[src/rtl/scwm_pkg.sv]
// constants for the status and control word mapper
package scwm_pkg;

  // ==========================================================
  // register offsets (byte addresses)
  localparam logic [7:0] OFS_CONFIG = 8'h00;
  localparam logic [7:0] OFS_PORT_MODE = 8'h04;
  localparam logic [7:0] OFS_CTRL_WORD = 8'h08;
  localparam logic [7:0] OFS_SUBSLOT_OUT = 8'h0C;
  localparam logic [7:0] OFS_STATUS_WORD = 8'h10;
  localparam logic [7:0] OFS_SUBSLOT_IN = 8'h14;
  localparam logic [7:0] OFS_EXCHANGE = 8'h18;
  localparam logic [7:0] OFS_DIAG = 8'h1C;

  // ==========================================================
  // field positions
  localparam int CFG_LAYOUT_BIT = 0;
  localparam int CFG_SWAP_BIT = 1;
  localparam int CFG_SOURCE_BIT = 2;
  localparam int EXCH_RUN_BIT = 0;
  localparam int MODE_A_LSB = 0;
  localparam int MODE_B_LSB = 8;
  localparam int DIAG_CHAN_LSB = 8;

  // ==========================================================
  // reset values
  localparam logic [2:0] CONFIG_RST = 3'h0;
  localparam logic [7:0] PORT_MODE_A_RST = 8'h00;
  localparam logic [7:0] PORT_MODE_B_RST = 8'h00;
  localparam logic [15:0] CTRL_WORD_RST = 16'h0000;
  localparam logic [7:0] SUBSLOT_OUT_RST = 8'h00;

  // only ports 5 to 8 have a channel-B output driver
  localparam logic [7:0] B_OUT_CAPABLE = 8'hF0;

  // ==========================================================
  // mode encodings
  typedef enum logic
  {
    LAYOUT_DEFAULT,
    LAYOUT_RETROFIT
  } scwm_layout_type;

  typedef enum logic
  {
    ORDER_ONE,
    ORDER_TWO
  } scwm_order_type;

  typedef enum logic
  {
    SRC_SUBSLOT,
    SRC_CTRL_WORD
  } scwm_source_type;

endpackage

[src/rtl/scwm_mapper.sv]
// status and control word mapper with apb register access
//
// The APB register port and the register addresses were chosen for this implementation.
`timescale 1ns/100ps
`default_nettype none

module scwm_mapper
(
  input wire logic clk_sys,
  input wire logic rst_n,
  input wire logic psel,
  input wire logic penable,
  input wire logic pwrite,
  input wire logic [7:0] paddr,
  input wire logic [31:0] pwdata,
  output logic [31:0] prdata,
  output logic pready,
  output logic pslverr,
  input wire logic [7:0] pin4_in,
  input wire logic [7:0] pin2_in,
  input wire logic [7:0] port_fault,
  output logic [7:0] pin4_out,
  output logic [7:0] pin2_out,
  output logic [15:0] status_word
);

  // ==========================================================
  // helper functions

  function automatic logic [15:0] swap_bytes(input logic [15:0] w);
    swap_bytes = {w[7:0], w[15:8]};
  endfunction

  // builds {Bn,An,...} for four ports starting at base
  function automatic logic [7:0] interleave
  (
    input logic [7:0] a,
    input logic [7:0] b,
    input int base
  );
    interleave = 8'h00;
    for (int i = 0; i < 4; i++)
    begin
      interleave[2 * i] = a[base + i];
      interleave[2 * i + 1] = b[base + i];
    end
  endfunction

  // ==========================================================
  // registers

  logic [2:0] config_q;
  logic [7:0] mode_a_q;
  logic [7:0] mode_b_q;
  logic [15:0] ctrl_word_q;
  logic [7:0] subslot_out_q;
  logic run_q;
  logic [15:0] in_s1_q;
  logic [15:0] in_s2_q;
  logic [15:0] in_s3_q;
  logic [15:0] in_filt_q;
  logic [7:0] pin4_out_q;
  logic [7:0] pin2_out_q;
  logic [15:0] status_q;
  logic [7:0] fault_s1_q;
  logic [7:0] fault_s2_q;
  logic [7:0] fault_s3_q;
  logic [7:0] fault_q;
  logic [31:0] prdata_q;
  logic pready_q;
  logic pslverr_q;

  // ==========================================================
  // pin input and port fault synchronisers

  // a change is only taken once the second and third stages agree
  wire logic [15:0] in_agree = ~(in_s2_q ^ in_s3_q);
  wire logic [15:0] in_filt_d = (in_s2_q & in_agree) |
    (in_filt_q & ~in_agree);
  wire logic [7:0] fault_agree = ~(fault_s2_q ^ fault_s3_q);
  wire logic [7:0] fault_d = (fault_s2_q & fault_agree) |
    (fault_q & ~fault_agree);

  always_ff @(posedge clk_sys or negedge rst_n)
  begin
    if (!rst_n)
    begin
      in_s1_q <= 16'h0000;
      in_s2_q <= 16'h0000;
      in_s3_q <= 16'h0000;
      in_filt_q <= 16'h0000;
    end
    else
    begin
      in_s1_q <= {pin2_in, pin4_in};
      in_s2_q <= in_s1_q;
      in_s3_q <= in_s2_q;
      in_filt_q <= in_filt_d;
    end
  end

  always_ff @(posedge clk_sys or negedge rst_n)
  begin
    if (!rst_n)
    begin
      fault_s1_q <= 8'h00;
      fault_s2_q <= 8'h00;
      fault_s3_q <= 8'h00;
      fault_q <= 8'h00;
    end
    else
    begin
      fault_s1_q <= port_fault;
      fault_s2_q <= fault_s1_q;
      fault_s3_q <= fault_s2_q;
      fault_q <= fault_d;
    end
  end

  wire logic [7:0] a_in = in_filt_q[7:0];
  wire logic [7:0] b_in = in_filt_q[15:8];

  // ==========================================================
  // settings

  wire logic retrofit = config_q[scwm_pkg::CFG_LAYOUT_BIT];
  wire logic swapped = config_q[scwm_pkg::CFG_SWAP_BIT];
  wire logic src_word = config_q[scwm_pkg::CFG_SOURCE_BIT];
  wire logic [7:0] a_is_out = mode_a_q;
  wire logic [7:0] b_is_out = mode_b_q & scwm_pkg::B_OUT_CAPABLE;

  // ==========================================================
  // status word assembly

  // output channels report the driven level, inputs the pin
  wire logic [7:0] a_stat = (pin4_out_q & a_is_out) |
    (a_in & ~a_is_out);
  wire logic [7:0] b_stat = (pin2_out_q & b_is_out) |
    (b_in & ~b_is_out);

  wire logic [15:0] stat_default = {interleave(a_stat, b_stat, 0),
    interleave(a_stat, b_stat, 4)};
  wire logic [15:0] stat_retro = {a_stat, b_stat};
  wire logic [15:0] stat_order1 = retrofit ? stat_retro : stat_default;
  wire logic [15:0] status_d = swapped ? swap_bytes(stat_order1) :
    stat_order1;

  // ==========================================================
  // control word decode

  // bring the word to the order-one layout before picking bits
  wire logic [15:0] cw = swapped ? swap_bytes(ctrl_word_q) :
    ctrl_word_q;
  wire logic [7:0] cw_hi = cw[15:8];
  wire logic [7:0] cw_lo = cw[7:0];

  // default layout: A8 has a slot only in order two
  wire logic [7:0] dflt_a_valid = {swapped, 7'h7F};
  wire logic [7:0] dflt_a = {swapped ? cw_lo[6] : 1'b0,
    cw_lo[4], cw_lo[2], cw_lo[0], cw_hi[6], cw_hi[4], cw_hi[2],
    cw_hi[0]};
  wire logic [3:0] dflt_b = {cw_lo[7], cw_lo[5], cw_lo[3],
    cw_lo[1]};

  wire logic [7:0] retro_a = cw_hi;
  wire logic [3:0] retro_b = cw_lo[7:4];

  wire logic [7:0] word_a = retrofit ? retro_a : dflt_a;
  wire logic [7:0] word_a_valid = retrofit ? 8'hFF : dflt_a_valid;
  wire logic [7:0] word_b = {retrofit ? retro_b : dflt_b, 4'h0};

  // ==========================================================
  // output drive

  // per A channel a single mux picks the source, never an or; B always takes the word
  wire logic [7:0] a_from_word = {8{src_word}} & word_a_valid;
  wire logic [7:0] a_level = (word_a & a_from_word) |
    (subslot_out_q & ~a_from_word);
  wire logic [7:0] pin4_out_d = a_level & a_is_out;
  wire logic [7:0] pin2_out_d = word_b & b_is_out;

  always_ff @(posedge clk_sys or negedge rst_n)
  begin
    if (!rst_n)
    begin
      pin4_out_q <= 8'h00;
      pin2_out_q <= 8'h00;
      status_q <= 16'h0000;
    end
    else
    begin
      pin4_out_q <= pin4_out_d;
      pin2_out_q <= pin2_out_d;
      status_q <= status_d;
    end
  end

  // ==========================================================
  // sub-slot input byte and diagnostics

  // bit n is bit 0 of the input byte of port n+1
  wire logic [7:0] subslot_in = a_in & ~a_is_out;

  // lowest faulty port number; zero means no fault
  logic [3:0] diag_chan;
  always_comb
  begin
    diag_chan = 4'h0;
    for (int i = 7; i >= 0; i--)
    begin
      if (fault_q[i])
      begin
        diag_chan = 4'(i + 1);
      end
    end
  end

  // ==========================================================
  // apb decode

  wire logic access = psel && penable && !pready_q;
  wire logic hit_config = paddr == scwm_pkg::OFS_CONFIG;
  wire logic hit_mode = paddr == scwm_pkg::OFS_PORT_MODE;
  wire logic hit_ctrl = paddr == scwm_pkg::OFS_CTRL_WORD;
  wire logic hit_sub_out = paddr == scwm_pkg::OFS_SUBSLOT_OUT;
  wire logic hit_status = paddr == scwm_pkg::OFS_STATUS_WORD;
  wire logic hit_sub_in = paddr == scwm_pkg::OFS_SUBSLOT_IN;
  wire logic hit_exch = paddr == scwm_pkg::OFS_EXCHANGE;
  wire logic hit_diag = paddr == scwm_pkg::OFS_DIAG;
  wire logic hit_any = hit_config || hit_mode || hit_ctrl ||
    hit_sub_out || hit_status || hit_sub_in || hit_exch || hit_diag;

  // settings are frozen while cyclic exchange runs
  wire logic cfg_locked = run_q && (hit_config || hit_mode);
  wire logic read_only = hit_status || hit_sub_in || hit_diag;
  wire logic wr_ok = access && pwrite && hit_any && !cfg_locked &&
    !read_only;
  wire logic err_d = !hit_any || (pwrite && (cfg_locked || read_only));

  logic [31:0] rd_data;
  always_comb
  begin
    rd_data = 32'h0000_0000;
    if (hit_config)
    begin
      rd_data = {29'h0, config_q};
    end
    else if (hit_mode)
    begin
      rd_data = {16'h0, mode_b_q, mode_a_q};
    end
    else if (hit_ctrl)
    begin
      rd_data = {16'h0, ctrl_word_q};
    end
    else if (hit_sub_out)
    begin
      rd_data = {24'h0, subslot_out_q};
    end
    else if (hit_status)
    begin
      rd_data = {16'h0, status_q};
    end
    else if (hit_sub_in)
    begin
      rd_data = {24'h0, subslot_in};
    end
    else if (hit_exch)
    begin
      rd_data = {31'h0, run_q};
    end
    else if (hit_diag)
    begin
      rd_data = {20'h0, diag_chan, fault_q};
    end
  end

  // ==========================================================
  // register writes

  always_ff @(posedge clk_sys or negedge rst_n)
  begin
    if (!rst_n)
    begin
      config_q <= scwm_pkg::CONFIG_RST;
      mode_a_q <= scwm_pkg::PORT_MODE_A_RST;
      mode_b_q <= scwm_pkg::PORT_MODE_B_RST;
    end
    else if (wr_ok && hit_config)
    begin
      config_q <= pwdata[2:0];
    end
    else if (wr_ok && hit_mode)
    begin
      mode_a_q <= pwdata[scwm_pkg::MODE_A_LSB +: 8];
      mode_b_q <= pwdata[scwm_pkg::MODE_B_LSB +: 8];
    end
  end

  always_ff @(posedge clk_sys or negedge rst_n)
  begin
    if (!rst_n)
    begin
      ctrl_word_q <= scwm_pkg::CTRL_WORD_RST;
      subslot_out_q <= scwm_pkg::SUBSLOT_OUT_RST;
      run_q <= 1'b0;
    end
    else if (wr_ok && hit_ctrl)
    begin
      ctrl_word_q <= pwdata[15:0];
    end
    else if (wr_ok && hit_sub_out)
    begin
      subslot_out_q <= pwdata[7:0];
    end
    else if (wr_ok && hit_exch)
    begin
      run_q <= pwdata[scwm_pkg::EXCH_RUN_BIT];
    end
  end

  // ==========================================================
  // apb response: one wait state, then pready for one cycle

  always_ff @(posedge clk_sys or negedge rst_n)
  begin
    if (!rst_n)
    begin
      pready_q <= 1'b0;
      pslverr_q <= 1'b0;
      prdata_q <= 32'h0000_0000;
    end
    else
    begin
      pready_q <= access;
      pslverr_q <= access && err_d;
      prdata_q <= (access && !pwrite) ? rd_data : 32'h0000_0000;
    end
  end

  assign prdata = prdata_q;
  assign pready = pready_q;
  assign pslverr = pslverr_q;
  assign pin4_out = pin4_out_q;
  assign pin2_out = pin2_out_q;
  assign status_word = status_q;

endmodule

`default_nettype wire

[config.mk]
export PLATFORM = sky130hd
export DESIGN_NAME = scwm_mapper
export DESIGN_NICKNAME = d
export VERILOG_FILES = /design/src/rtl/scwm_pkg.sv /design/src/rtl/scwm_mapper.sv
export SDC_FILE = /design/constraint.sdc
export NUM_CORES = 1
export LEC_CHECK = 0
export BUFFER_PORTS_ARGS = -buffer_cell sky130_fd_sc_hd__clkbuf_2
export CAP_MARGIN = 20
export CORE_ASPECT_RATIO = 1.5
export CORE_MARGIN = 5
export CORE_UTILIZATION = 45
export DETAILED_ROUTE_END_ITERATION = 6
export PLACE_DENSITY = 0.67
export SYNTH_ARGS = -nofsm -noshare
export SYNTH_HDL_FRONTEND = slang
export SYNTH_SLANG_ARGS = --single-unit
export TNS_END_PERCENT = 10
[constraint.sdc]
create_clock -name clk_sys -period 2.25 [get_ports clk_sys]
set_input_delay 0.45 -clock clk_sys [delete_from_list [all_inputs] [get_ports clk_sys]]
set_output_delay 0.45 -clock clk_sys [all_outputs]
set_load 0.005 [all_outputs]
==> reports/summary.txt <==
Total wire length = 18.8 mm
Top cells by area in the synthesized netlist = dfrtp_1 (61%), mux2_2 (4.0%), mux2_4 (4.0%)
Power Dens Cells = 784 nW/um^2
Worst path top cell family by delay = simple AND/OR/NAND/NOR gates
LEAKAGE = 4.22 nW
CTS buffer count = 17
Max_slew headroom = 0.399
Pre-Repair DR Iteration Count = 5
Reg2Reg Depth = 4
WL per Instance = 20.9 microns
Post-synth ARST share = 1.00
Worst EP required = 2.63 ns
Die extent in y = 169 microns
Slowest CP cell = a2111oi_0
Critical Path End = prdata[2]
Logic pwr share = 0.071
Sw Pwr = 1.68 mW
Area leader, netlist = dfrtp_1
Largest stage delay on the critical path = 0.64 ns
Status = finished, final reports clean
DRC Markers = 0
TritonCTS clock tree = yes
Reg clk slew, reported paths = 0.07 ns
Setup bufs post-CTS = 0
Port-buffer cells = 98
Hold crit path type = input port to register
Setup crit start = pready
CTS root buffer = clkbuf_16
RR Endpoint = prdata[2]
CTS H-tree depth = 4
Post-synthesis cell count = 551
Endpoint class of the critical path = register
Pins over their slew limit = 0
Top FF cell, synth = dfrtp_1
Fmax = 0.503 GHz
Final RePlAce weighted congestion = 0.915
First-pass GRT wire length = 29.5 mm
Critical path buffers and inverters = 1
Post-synth EDFFs = 0
Max-Cap Viols = 0
Initial antenna violation count = 0
Skew final = 0.0158 ns
Clock buffer depth = 2
Fraction of layout instances using a drive strength above 1 = 0.330
Post-synthesis cell type count = 55
Cell Area, Synth = 7590 sq um
Fillers = 1414
Gr usage total = 0.202
Final core occ = 0.542
Final setup violation count = 0
Post-DP HPWL = 13.8 mm
RR Startpoint = pready
Clock power share = 0.420
# clock sinks = 186
Sw Ratio = 0.237
Warnings from Yosys = 0
Row count = 58
Top-area cell type share of the netlist area = 0.613
DP Cell Count = 867
Commonest cells post-synth = dfrtp_1 (186), mux2i_1 (30), a21oi_1 (27), mux2_2 (27), nand2_1 (26)
Total number of vias = 4929
Internal cell power = 5.41 mW
Worst-Skew Late Latency = 0.44 ns
Antenna-violating nets left = 0
Ant. Diodes = 0
Starting Density = 0.455
Minimum clock period = 1.99 ns
Seq pwr share = 0.509
RSZ-0062 raised after global routing = no
Total Nets Final = 746
DRT iter0 DRCs = 426
Largest net degree at the start of global routing = 60
Worst-Margin Slew = 0.898 ns
CP Max Fanout = 8
IO Pins = 135
Synth Register Bits = 186
Critical Path AT = 2.37 ns
Maximum VDD drop = 0.433 mV
Die area = 19600 sq um
Core area = 16700 sq um
Number of global-route vias before repair = 5303
WS Path Type = register to register
Fin. Hold Viols = 0
R2R setup slack = 0.26 ns
Mean Syn Cell Area = 13.8 sq um
Crit-path cells = and4bb_2, nand3_1, a2111oi_0, buf_4
Levels on crit path = 4
Final setup TNS = 0 ns
Fin cells = 900
Via-to-Cell Ratio = 5.48
Period utilization = 0.884
Die W = 116 microns
Area delta synth->final = 19.2%
Global route overflow = 0
Top-count cell post-synth = dfrtp_1
Sequential-to-total area share from yosys stat = 0.613
Startpoint Class = register
[stage by stage]
stage / power (mW) / instance area (sq um) / hold slack (ns) / worst slack (ns)
2_1_floorplan: 3.89 / 7660 / 0.154 / 0.323
3_3_place_gp: 4.15 / 8440 / 0.331 / -0.0233
3_5_place_dp: 4.17 / 8440 / 0.335 / -0.0102
4_1_cts: 7.16 / 9040 / 0.0996 / 0.250
5_1_grt: 7.35 / 9040 / 0.0983 / 0.128
6_report: 7.09 / 9040 / 0.112 / 0.261
[cell families (layout without fill, tap and decap cells)]
group / Yosys count / count (layout) / share of synthesized area
AOI/OAI and AO/OA: 93 / 93 / 0.0826
muxes: 90 / 90 / 0.158
DFF: 186 / 186 / 0.613
adders and majority gates: 24 / 24 / 0.0316
and+or+nand+nor: 102 / 102 / 0.0738
buffers and inverters: 55 / 175 / 0.0405
other: 1 / 20 / 0.000494
[cell type report]
| cell class | count | area [sq um] | area share |
|---|---|---|---|
| clock buffers | 21 | 460 | 0.0509 |
| clock inverters | 11 | 136 | 0.0151 |
| inverters | 12 | 45.0 | 0.00498 |
| multi-input cells | 329 | 2700 | 0.299 |
| flip-flops and latches | 186 | 4650 | 0.515 |
| well taps | 210 | 263 | 0.0290 |
| repair buffers | 131 | 785 | 0.0867 |
[layout by cell type (no fill, tap or decap), drive strengths merged, types with 12 or more instances in the layout]
cell / synthesis / layout
maj3: 24 / 24
o21ai: 19 / 19
buf: 32 / 33
nor2: 15 / 15
nor2b: 13 / 13
dfrtp: 186 / 186
mux2i: 30 / 30
mux2: 47 / 47
mux4: 13 / 13
inv: 9 / 12
nand2: 26 / 26
clkbuf: 11 / 118
conb: 1 / 20
a21oi: 27 / 27
[metal layers]
layer	global-route usage	part of all wire	vias to the layer above
li1	-	-	2196
met1	0.245	0.38	2478
met2	0.328	0.51	200
met3	0.0433	0.060	55
met4	0.117	0.050	0
met5	0	0	-
[worst min-delay path by stage]
stage | end | depth (start not counted) | startpoint | slack (ns)
detailed placement | fault_s2_q[1] | 0 | fault_s1_q[1] | 0.33
finish | in_s1_q[15] | 1 | pin2_in[7] | 0.11
floorplan | asynchronous set/reset pin | 0 | rst_n | 0.15
global placement | in_s2_q[11] | 0 | in_s1_q[11] | 0.33
global route | in_s1_q[4] | 1 | pin4_in[4] | 0.1
CTS | in_s1_q[8] | 1 | pin2_in[0] | 0.1
[power groups by stage]
stage,Sequential [mW],Clock [mW],Combinational (mW)
floorplan,3.62,0,0.263
global placement,3.66,0,0.486
detailed placement,3.67,0,0.502
CTS,3.61,3.04,0.507
global route,3.62,3.17,0.555
finish,3.61,2.98,0.504
[repair_timing]
action                     CTS  global route
gates resized for setup      0             1
setup endpoints to repair    0             1
hold endpoints to repair    49             0
hold buffers                 1             0
No activity file was read; power rests on OpenSTA's default activity.
